$ cat src/include/socfg_pkg.sv
// shared constants and carrier types for the supply output configuration block
// assumes one 50 MHz clock and an active-low asynchronous reset
package socfg_pkg;

   localparam int unsigned CLK_MHZ = 50;

   // register offsets
   localparam logic [7:0] OFS_MODE_A  = 8'h1f;
   localparam logic [7:0] OFS_MODE_B  = 8'h20;
   localparam logic [7:0] OFS_MODE_C  = 8'h21;
   localparam logic [7:0] OFS_MODE_D  = 8'h22;
   localparam logic [7:0] OFS_PINFUNC = 8'h23;
   localparam logic [7:0] OFS_TMO     = 8'h19;
   localparam logic [7:0] OFS_WD_LO   = 8'h1d;
   localparam logic [7:0] OFS_WD_HI   = 8'h1e;
   localparam logic [7:0] OFS_SWCTL   = 8'h4d;

   // field positions
   localparam int unsigned SOFT_OVR_BIT   = 1;
   localparam int unsigned TMO_LSB        = 4;
   localparam int unsigned EXPIRY_SEL_BIT = 7;
   localparam int unsigned KICK_LSB       = 4;
   localparam int unsigned PINF_OVR_BIT   = 0;
   localparam int unsigned PINF_MAN_BIT   = 1;

   // reset values
   localparam logic [7:0] MODE_RST    = 8'h00;
   localparam logic [7:0] CFG_RST     = 8'h00;
   localparam logic [1:0] PINFUNC_RST = 2'h0;

   // selection codes
   localparam logic [2:0] EXPIRY_CODE = 3'h6;
   localparam logic [2:0] KICK_CODE   = 3'h7;

   // output drive modes
   localparam logic [2:0] MODE_OD_LO  = 3'h0;
   localparam logic [2:0] MODE_OD_HI  = 3'h1;
   localparam logic [2:0] MODE_PP_LO  = 3'h2;
   localparam logic [2:0] MODE_PP_HI  = 3'h3;
   localparam logic [2:0] MODE_TRACK  = 3'h4;
   localparam logic [2:0] MODE_PUMP   = 3'h5;

   // reset timeout periods in microseconds, one per selector value
   localparam int unsigned TMO_US [8] = '{25, 1500, 2500, 5000, 10000, 20000, 40000, 80000};

   typedef struct packed {
      logic alarm_1;
      logic alarm_2;
      logic any_alarm;
      logic reset_out;
   } socfg_mon_s;

   typedef struct packed {
      logic [11:0] pin_o;
      logic [11:0] pin_oe;
      logic [3:0]  track;
      logic [5:0]  pump;
   } socfg_drv_s;

   typedef struct packed {
      logic [31:0] cnt;
      logic        busy;
   } socfg_tmr_s;

   typedef struct packed {
      logic [7:0] mode_a;
      logic [7:0] mode_b;
      logic [7:0] mode_c;
      logic [5:0] mode_d;
      logic [1:0] pinfunc;
      logic [2:0] tmo_sel;
      logic [7:0] wd_lo;
      logic [1:0] wd_hi;
      logic       soft_ovr;
      logic [7:0] rdata;
      socfg_mon_s held;
      logic       guard;
      logic       viol;
      logic       flog;
      logic       kick;
      logic       expiry_oe;
      logic       man_prev;
   } socfg_top_s;

endpackage

$ cat src/socfg_rst_timer.sv
// reset timeout counter: busy from a start pulse for the loaded period
// assumes the period is at least one cycle
`timescale 1ns/1ps
module socfg_rst_timer
   import socfg_pkg::*;
(
   input  wire logic        i_clock,
   input  wire logic        i_rst_b,
   input  wire logic        i_start,
   input  wire logic [31:0] i_period,
   output logic             o_busy
);

   socfg_tmr_s st_q;
   socfg_tmr_s st_d;

   always_comb begin
      st_d = st_q;
      if (i_start) begin
         st_d.cnt = i_period;
      end else if (st_q.cnt != 32'h0) begin
         st_d.cnt = st_q.cnt - 32'h1;
      end
      st_d.busy = (st_d.cnt != 32'h0);
   end

   always_ff @(posedge i_clock or negedge i_rst_b) begin
      if (!i_rst_b) begin
         st_q <= '0;
      end else begin
         st_q <= st_d;
      end
   end

   assign o_busy = st_q.busy;

endmodule

$ cat src/socfg_rail_drv.sv
// pin drive decode for the twelve rail switch outputs
// assumes mode codes already assembled to three bits per output
`timescale 1ns/1ps
module socfg_rail_drv
   import socfg_pkg::*;
(
   input  wire logic              i_clock,
   input  wire logic              i_rst_b,
   input  wire logic [11:0][2:0]  i_mode,
   input  wire logic [11:0]       i_on,
   output socfg_drv_s             o_drv
);

   socfg_drv_s st_q;
   socfg_drv_s st_d;

   // returns {o, oe, track, pump}; reserved codes release the pin
   function automatic logic [3:0] drive(input logic [2:0] mode, input logic on,
                                        input logic track_ok);
      case (mode)
         MODE_OD_LO: drive = {1'b0, on, 2'b00};
         MODE_OD_HI: drive = {1'b0, ~on, 2'b00};
         MODE_PP_LO: drive = {~on, 1'b1, 2'b00};
         MODE_PP_HI: drive = {on, 1'b1, 2'b00};
         MODE_TRACK: drive = {2'b00, on & track_ok, 1'b0};
         MODE_PUMP:  drive = {3'b000, on};
         default:    drive = 4'h0;
      endcase
   endfunction

   always_comb begin
      logic [3:0] d;
      d = 4'h0;
      st_d = '0;
      for (int i = 0; i < 12; i++) begin
         d = drive(i_mode[i], i_on[i], (i < 4));
         st_d.pin_o[i] = d[3];
         st_d.pin_oe[i] = d[2];
         if (i < 4) begin
            st_d.track[i] = d[1];
         end
         if (i < 6) begin
            st_d.pump[i] = d[0];
         end
      end
   end

   always_ff @(posedge i_clock or negedge i_rst_b) begin
      if (!i_rst_b) begin
         st_q <= '0;
      end else begin
         st_q <= st_d;
      end
   end

   assign o_drv = st_q;

endmodule

$ cat src/socfg_top.sv
// output drive configuration and multipurpose pin functions
// assumes pins synchronous to i_clock; monitor results arrive as live levels
// Operation
// - pin 6 may act as an active-low guardband override input.
// - guardband enabled when override input low or soft override bit set.
// - while guardband enabled, alarm and reset outputs hold their values.
// - while guardband enabled, violations ignored and no fault logged.
// - pin 4 may act as active-low manual reset; low asserts reset.
// - after manual reset release, reset held for the timeout period.
// - pin 6 becomes watchdog expiry output when selection code is 110.
// - pin 5 becomes watchdog kick input when selection field is 111.
// - watchdog expiry output is open-drain, active low.
// - outputs 1-6 three-bit codes select open-drain or push-pull, either polarity.
// - outputs 1-4 code 100 selects closed-loop tracking.
// - outputs 1-6 code 101 selects charge-pump drive.
// - codes 110, 111 reserved; 100 reserved for outputs 5 and 6.
// - first byte holds outputs 1, 2 and low bits of output 3.
// - second byte holds output 3 top bit, outputs 4, 5, output 6 low bit.
// - outputs 7-12 two-bit codes select drive type and polarity.
// - third and fourth bytes hold outputs 7-12; top two bits reserved.
// - timeout period comes from the three-bit timeout selector.
`timescale 1ns/1ps
module socfg_top
   import socfg_pkg::*;
#(
   parameter int unsigned P_CYCLES_PER_US = CLK_MHZ
)
(
   input  wire logic        i_clock,
   input  wire logic        i_rst_b,
   input  wire logic        i_reg_wr,
   input  wire logic [7:0]  i_reg_addr,
   input  wire logic [7:0]  i_reg_wdata,
   output logic      [7:0]  o_reg_rdata,
   input  wire logic        i_multi_pin_4,
   input  wire logic        i_multi_pin_5,
   input  wire logic        i_multi_pin_6,
   input  wire socfg_mon_s  i_live,
   input  wire logic        i_threshold_viol,
   input  wire logic        i_fault_log_req,
   input  wire logic        i_wdog_expired,
   input  wire logic [11:0] i_rail_on,
   output socfg_mon_s       o_mon,
   output logic             o_guard_active,
   output logic             o_viol_accept,
   output logic             o_fault_log_we,
   output logic             o_watchdog_kick_in,
   output logic             o_multi_pin_6_o,
   output logic             o_multi_pin_6_oe,
   output logic [11:0]      o_rail_switch_out_o,
   output logic [11:0]      o_rail_switch_out_oe,
   output logic [3:0]       o_rail_track,
   output logic [5:0]       o_rail_pump
);

   socfg_top_s       st_q;
   socfg_top_s       st_d;
   logic [11:0][2:0] mode;
   logic             expiry_sel;
   logic             kick_sel;
   logic             ovr_pin_en;
   logic             man_en;
   logic             guard_now;
   logic             man_low;
   logic             man_rise;
   logic             tmo_busy;
   logic [31:0]      tmo_period;
   socfg_drv_s       drv;

   function automatic logic [31:0] tmo_cycles(input logic [2:0] sel);
      tmo_cycles = 32'(TMO_US[sel] * P_CYCLES_PER_US);
   endfunction

   // mode fields as packed into the four configuration bytes
   always_comb begin
      mode[0]  = st_q.mode_a[2:0];
      mode[1]  = st_q.mode_a[5:3];
      mode[2]  = {st_q.mode_b[0], st_q.mode_a[7:6]};
      mode[3]  = st_q.mode_b[3:1];
      mode[4]  = st_q.mode_b[6:4];
      mode[5]  = {st_q.mode_c[1:0], st_q.mode_b[7]};
      mode[6]  = {1'b0, st_q.mode_c[3:2]};
      mode[7]  = {1'b0, st_q.mode_c[5:4]};
      mode[8]  = {1'b0, st_q.mode_c[7:6]};
      mode[9]  = {1'b0, st_q.mode_d[1:0]};
      mode[10] = {1'b0, st_q.mode_d[3:2]};
      mode[11] = {1'b0, st_q.mode_d[5:4]};
   end

   // pin function selection
   assign expiry_sel = ({st_q.wd_hi, st_q.wd_lo[EXPIRY_SEL_BIT]} == EXPIRY_CODE);
   assign kick_sel   = (st_q.wd_lo[KICK_LSB +: 3] == KICK_CODE);
   assign ovr_pin_en = st_q.pinfunc[PINF_OVR_BIT] & ~expiry_sel;
   assign man_en     = st_q.pinfunc[PINF_MAN_BIT];
   assign guard_now  = (ovr_pin_en & ~i_multi_pin_6) | st_q.soft_ovr;
   assign man_low    = man_en & ~i_multi_pin_4;
   assign man_rise   = man_en & i_multi_pin_4 & ~st_q.man_prev;
   assign tmo_period = tmo_cycles(st_q.tmo_sel);

   always_comb begin
      st_d = st_q;
      if (i_reg_wr) begin
         case (i_reg_addr)
            OFS_MODE_A:  st_d.mode_a = i_reg_wdata;
            OFS_MODE_B:  st_d.mode_b = i_reg_wdata;
            OFS_MODE_C:  st_d.mode_c = i_reg_wdata;
            OFS_MODE_D:  st_d.mode_d = i_reg_wdata[5:0];
            OFS_PINFUNC: st_d.pinfunc = i_reg_wdata[1:0];
            OFS_TMO:     st_d.tmo_sel = i_reg_wdata[TMO_LSB +: 3];
            OFS_WD_LO:   st_d.wd_lo = i_reg_wdata;
            OFS_WD_HI:   st_d.wd_hi = i_reg_wdata[1:0];
            OFS_SWCTL:   st_d.soft_ovr = i_reg_wdata[SOFT_OVR_BIT];
            default:     st_d.soft_ovr = st_q.soft_ovr;
         endcase
      end
      case (i_reg_addr)
         OFS_MODE_A:  st_d.rdata = st_q.mode_a;
         OFS_MODE_B:  st_d.rdata = st_q.mode_b;
         OFS_MODE_C:  st_d.rdata = st_q.mode_c;
         OFS_MODE_D:  st_d.rdata = {2'b00, st_q.mode_d};
         OFS_PINFUNC: st_d.rdata = {6'h00, st_q.pinfunc};
         OFS_TMO:     st_d.rdata = {1'b0, st_q.tmo_sel, 4'h0};
         OFS_WD_LO:   st_d.rdata = st_q.wd_lo;
         OFS_WD_HI:   st_d.rdata = {6'h00, st_q.wd_hi};
         OFS_SWCTL:   st_d.rdata = {6'h00, st_q.soft_ovr, 1'b0};
         default:     st_d.rdata = 8'h00;
      endcase
      st_d.man_prev = man_en ? i_multi_pin_4 : 1'b1;
      st_d.guard = guard_now;
      if (!guard_now) begin
         // live results pass once the guardband is off
         st_d.held.alarm_1 = i_live.alarm_1;
         st_d.held.alarm_2 = i_live.alarm_2;
         st_d.held.any_alarm = i_live.any_alarm;
         st_d.held.reset_out = i_live.reset_out | man_low | man_rise | tmo_busy;
      end
      st_d.viol = i_threshold_viol & ~guard_now;
      st_d.flog = i_fault_log_req & ~guard_now;
      st_d.kick = kick_sel & i_multi_pin_5;
      st_d.expiry_oe = expiry_sel & i_wdog_expired;
   end

   always_ff @(posedge i_clock or negedge i_rst_b) begin
      if (!i_rst_b) begin
         st_q <= '{mode_a: MODE_RST, mode_b: MODE_RST, mode_c: MODE_RST,
                   mode_d: MODE_RST[5:0], pinfunc: PINFUNC_RST,
                   tmo_sel: CFG_RST[2:0], wd_lo: CFG_RST, wd_hi: CFG_RST[1:0],
                   soft_ovr: 1'b0, rdata: 8'h00, held: '0, guard: 1'b0,
                   viol: 1'b0, flog: 1'b0, kick: 1'b0, expiry_oe: 1'b0,
                   man_prev: 1'b1};
      end else begin
         st_q <= st_d;
      end
   end

   socfg_rst_timer u_tmr (
      .i_clock  (i_clock),
      .i_rst_b  (i_rst_b),
      .i_start  (man_rise),
      .i_period (tmo_period),
      .o_busy   (tmo_busy)
   );

   socfg_rail_drv u_drv (
      .i_clock (i_clock),
      .i_rst_b (i_rst_b),
      .i_mode  (mode),
      .i_on    (i_rail_on),
      .o_drv   (drv)
   );

   assign o_reg_rdata          = st_q.rdata;
   assign o_mon                = st_q.held;
   assign o_guard_active       = st_q.guard;
   assign o_viol_accept        = st_q.viol;
   assign o_fault_log_we       = st_q.flog;
   assign o_watchdog_kick_in   = st_q.kick;
   assign o_multi_pin_6_o      = 1'b0;
   assign o_multi_pin_6_oe     = st_q.expiry_oe;
   assign o_rail_switch_out_o  = drv.pin_o;
   assign o_rail_switch_out_oe = drv.pin_oe;
   assign o_rail_track         = drv.track;
   assign o_rail_pump          = drv.pump;
endmodule

$ cat config.mk
export PLATFORM = sky130hd
export DESIGN_NAME = socfg_top
export DESIGN_NICKNAME = d
export VERILOG_FILES = /design/src/include/socfg_pkg.sv /design/src/socfg_rst_timer.sv /design/src/socfg_rail_drv.sv /design/src/socfg_top.sv
export SDC_FILE = /design/constraint.sdc
export NUM_CORES = 1
export LEC_CHECK = 0
export BUFFER_PORTS_ARGS = -buffer_cell sky130_fd_sc_hd__buf_2
export CAP_MARGIN = 5
export CORE_UTILIZATION = 45
export DETAILED_ROUTE_END_ITERATION = 12
export PLACE_DENSITY = 0.71
export SLEW_MARGIN = 20
export SYNTH_ARGS = -nofsm -noshare
export SYNTH_HDL_FRONTEND = slang
export SYNTH_SLANG_ARGS = --single-unit
$ cat constraint.sdc
create_clock -name i_clock -period 13.98 [get_ports i_clock]
set_input_delay 3.495 -clock i_clock [delete_from_list [all_inputs] [get_ports i_clock]]
set_output_delay 3.495 -clock i_clock [all_outputs]
set_load 0.02 [all_outputs]
# [Yosys cells after proc, flatten, opt, wreduce, memory -nomap -nowiden]
# Memories as Yosys holds them, arrays and structs flattened.
# Cells that the tools add are included.
[totals] regBits=131 rom_bits=256 input_bits=41 out_inout_bits=52 word_cells=159 n_memories=1
[op_classes] add_sub_neg=1 n_mul=1 n_lt_le_gt_ge=1 eq_ne=57 n_mux=18 bitwise_logic=31 n_reduce_logical=23
[mem_list] memory="(no name shown)" depth=8 width=32 read_ports=1 rd_clocked_by_memory_dff=0 wr=0 line="socfg_top.sv:71" source="tmo_cycles = 32'(TMO_US[sel] * P_CYCLES_PER_US);"
[op_table] cell="32-bit two-way mux" count=4
[op_table] cell="4-bit case mux with 4 select lines" count=6
[op_table] cell="4-bit case mux with 6 select lines" count=4
[op_table] cell="8-bit case mux with 9 select lines" count=1
[op_table] cell="32-bit nonzero test" count=2
[op_table] cell="4-bit case mux with 5 select lines" count=2
[op_table] cell="3-bit by 2-bit == test with 1-bit output (second input constant)" count=12
[op_table] cell="3-bit == test (second input constant)" count=12
[op_table] cell="3-bit zero test" count=12
[op_table] cell="8-bit by 5-bit == test with 1-bit output (second input constant)" count=4
[op_table] cell="8-bit by 6-bit == test with 1-bit output (second input constant)" count=4
[op_table] cell="32-bit by 5-bit multiplier with 31-bit output (second input constant)" count=1
[op_table] cell="32-bit by 1-bit subtractor with 32-bit output (second input constant)" count=1
[op_table] cell="2-bit == test (second input constant)" count=12
[op_table] cell="3-bit by 1-bit == test with 1-bit output (second input constant)" count=6
[op_table] cell="2-bit AND reduction" count=9
[op_table] cell="1-bit inverter" count=17
[op_table] cell="2-bit by 1-bit == test with 1-bit output (second input constant)" count=6
[op_table] cell="1-bit AND" count=9
[op_table] cell="8-bit by 7-bit == test with 1-bit output (second input constant)" count=1
[op_table] cell="4-bit >= comparator (second input constant)" count=1
[op_table] cell="3-bit inverter with 4-bit output" count=1
[op_table] cell="1-bit OR" count=4
[op_table] cell="1-bit two-way mux" count=1

# [Longest topological paths before layout]
[depth] word_depth=7 mapped_depth=21 depth_no_buf=20

# [By module]
# A second synthesis with hierarchy kept.
[unflattened] cells_unflattened=823 area_unflattened_um2=8267.9
[modules_own_cells] module="socfg_top" instances=1 cells_each=470 area_each_um2=4718.3 seq_area_each_um2=1602.8
[modules_own_cells] module="socfg_rst_timer" instances=1 cells_each=260 area_each_um2=2297.2 seq_area_each_um2=825.8
[modules_own_cells] module="socfg_rail_drv" instances=1 cells_each=93 area_each_um2=1252.5 seq_area_each_um2=850.8

# [Worst setup path before layout]
# OpenSTA, ideal clock, no wires.
[synth_timing] path_type="input to register" start="input port i_multi_pin_4" end="register u_tmr.st_q, in the netlist u_tmr.o_busy" t_arrival_ps=5756 required_ps=13842 path_slack_ps=8085 cell_stages=7 n_path_buf=1 cell_sequence="and3b_1 clkbuf_1 o21ai_0 or3_1 or4_1 or4_1 or4b_1"
[synth_rtl] item="start: declaration" line="socfg_top.sv:35" source="input wire logic i_multi_pin_4,"
[synth_rtl] item="end signal: assignment" line="socfg_rst_timer.sv:31" source="st_q <= st_d;"
[synth_rtl] item="end: declaration" line="socfg_rst_timer.sv:14" source="socfg_tmr_s st_q;"

==> metrics.txt <==
status=finished clean; fin crit period=5.93 ns; count of pins over their slew limit=0; die area=18100 sq um; GRT Util Overall=21.8%; Skew-Pair Late Insertion Delay=0.42 ns; H-tree depth=4; synth warn=0; share of flip-flops with an asynchronous set or reset=100%; Initial DRC Count=488; Yosys cell types=73; Synth top area share=41.1%; TNS Setup=0 ns; Avg WL per Cell=17.4 um; Post-Layout Cell Count=1094; Core Area=17200 sq um; fillers=1493; GP Congestion=0.897; HPWL after detailed placement=14300 um; layout cells sized above 1=22.4%; most frequent cells after synthesis=dfrtp_1 (130), nor2_1 (67), ha_1 (56); final instance area=9090 sq um; setup repair bufs after CTS=0; post-synthesis sequential area ratio=41.5%; CTS resizes=0; Die W=135 um; main flop type after synthesis=dfrtp_1; max_slew headroom=43.4%; Cell Area, Synth=7910 sq um; input/output buffers=91; CTS Hold Bufs=0; Core Util, Final=52.8%; RSZ-0062 raised after global routing=false; DP Worst Slack=7.71 ns; Comb pwr share=16.2%; Starting Density=45.9%; final WL=19100 um; CP Class=reg -> reg; Hold Vio Cnt, Final=0; initial antenna violation count=0; synthesized instance count=773; Die H=135 um; final setup vio count=0; DRT antenna net count=0; Max-Cap Viols=0; worst-path fanout max=28; Worst VDD drop=0.000113 V; NetSw=0.286 mW; CTS tree=built; Clock transition at path regs=0.06 ns; Ports=93; count leader, synth=dfrtp_1; sw frac=27.6%; CTS sink count=131; cts bufs inserted=17; DRC=0; routed vias=6098; post-detailed-placement cell area=8500 sq um; clock power share=42.8%; Fin Clk Skew=0.00771 ns; vias in the first global route=6028; Yosys reg bits=131; Slew @ Worst Pin=0.841 ns; syn avg cell area=10.2 sq um; final hold slack=0.502 ns; Max Buffers Root-to-Sink=2; WP data required=14.27 ns; crit path capture type=flop; biggest area consumer among synthesized cells=dfrtp_1; Leak=4.39 nW; total congestion overflow=0; synthesis-to-finish area growth=15.0%; Worst Setup Start Kind=flop; largest net degree at the start of global routing=75; CTS root buffer=clkbuf_16; fin worst setup slack=8.05 ns; Post-Place Cells=1062; Seq pwr share=41.0%; PwrDens=114 nW/um^2; NumNets Final=958; Pwr Total=1.04 mW; fmax=169 MHz; synth top area cells=dfrtp_1 (41%), ha_1 (8.9%), mux2_2 (7.5%); Hold WC Path Type=reg -> reg; Tcrit/Tclk final=42.4%; cell row count=48; Worst Path Arrival=6.21 ns; DR vias/cell=5.57; drt first pass iters=8; Post-synth EDFFs=0; Int Pwr=0.750 mW; first-pass GRT wire length=30900 um
==> layout make-up <==
type / instances / area [sq um] / share of cell area [%]
multi-input cells: 569 / 4290 / 47.2
flip-flops and latches: 131 / 3280 / 36.1
repair buffers: 94 / 484 / 5.33
clock buffers: 19 / 433 / 4.76
well taps: 225 / 282 / 3.10
inverters: 43 / 161 / 1.78
clock inverters: 12 / 159 / 1.75
diodes: 1 / 2.50 / 0.0275
==> cell families (layout without fill, tap and decap cells) <==
kind of cell / Yosys count / after routing / share of synthesized area, %
fa+ha+maj: 61 / 61 / 10.1
buf+inv: 74 / 168 / 4.29
other cells: 1 / 3 / 0.0474
xor+xnor: 48 / 48 / 5.32
flops: 131 / 131 / 41.5
compound gates: 119 / 119 / 10.2
simple gates: 273 / 273 / 19.2
mux: 66 / 66 / 9.35
==> final timing paths <==
check                              start              to  slack [ns]  cells after the start
worst min-delay path            o_mon[1]        o_mon[1]        0.50                      1
worst max register to register  st_q[31]    u_tmr.o_busy        8.05                     17
min in group asynchronous        i_rst_b  u_tmr.st_q[20]        3.08                      1
max in group asynchronous        i_rst_b        mode[33]        9.70                      2
worst max-delay path            st_q[31]    u_tmr.o_busy        8.05                     17
worst min register to register  o_mon[1]        o_mon[1]        0.50                      1
==> routing by layer <==
metal	track usage (%)	share of wire (%)	wire length (um)	vias up
met2	35.2	47	9010	201
met4	7.05	1.7	318	0
li1	-	-	-	2933
met5	0	0	0	-
met1	28.6	44	8460	2936
met3	5.86	6.8	1290	28
==> power groups by stage <==
| stage | clock [mW] | sequential [mW] | combinational, mW |
|---|---|---|---|
| final | 0.443 | 0.425 | 0.168 |
| after floorplan | 0 | 0.431 | 0.111 |
| after global placement | 0 | 0.430 | 0.164 |
| after global routing | 0.465 | 0.427 | 0.188 |
| after detailed placement | 0 | 0.430 | 0.166 |
| after CTS | 0.448 | 0.424 | 0.168 |
==> worst max-delay path, stage by stage, from the launching register on <==
cell and delay, ns:
dfrtp_1 0.89, clkinv_1 0.45, o21ai_0 0.40, ha_1 0.29
ha_1 0.28, inv_1 0.05, fa_1 0.51, inv_1 0.05
ha_1 0.35, a21o_1 0.25, a21oi_1 0.26, a22oi_1 0.18
a21boi_0 0.23, o21a_1 0.15, xor2_1 0.27, o21ai_0 0.14
or4_1 0.52, or4b_1 0.51
==> state kept, by name, summed over array words and instances (netlist names) <==
name / flops
u_drv.o_drv: 34
u_tmr.st_q: 32
mode: 30
st_q: 16
o_reg_rdata: 8
o_mon: 4
man_en: 1
o_fault_log_we: 1
o_guard_active: 1
o_multi_pin_6_oe: 1
o_viol_accept: 1
o_watchdog_kick_in: 1
u_tmr.o_busy: 1
==> placed cells by master, fill, tap and decap left out, types with 12 or more instances in the layout <==
| cell type | count |
|---|---|
| nand2b_1 | 14 |
| mux2i_1 | 12 |
| ha_1 | 56 |
| xor2_1 | 17 |
| nand3_1 | 16 |
| and2_1 | 14 |
| buf_2 | 90 |
| nand2_1 | 51 |
| nor2_1 | 67 |
| xnor2_1 | 31 |
| clkbuf_16 | 17 |
| nor3_1 | 18 |
| dfrtp_1 | 130 |
| o21ai_0 | 27 |
| a21oi_1 | 26 |
| nor4_1 | 12 |
| mux2_2 | 53 |
| inv_1 | 42 |
No activity file was read; power rests on OpenSTA's default activity.
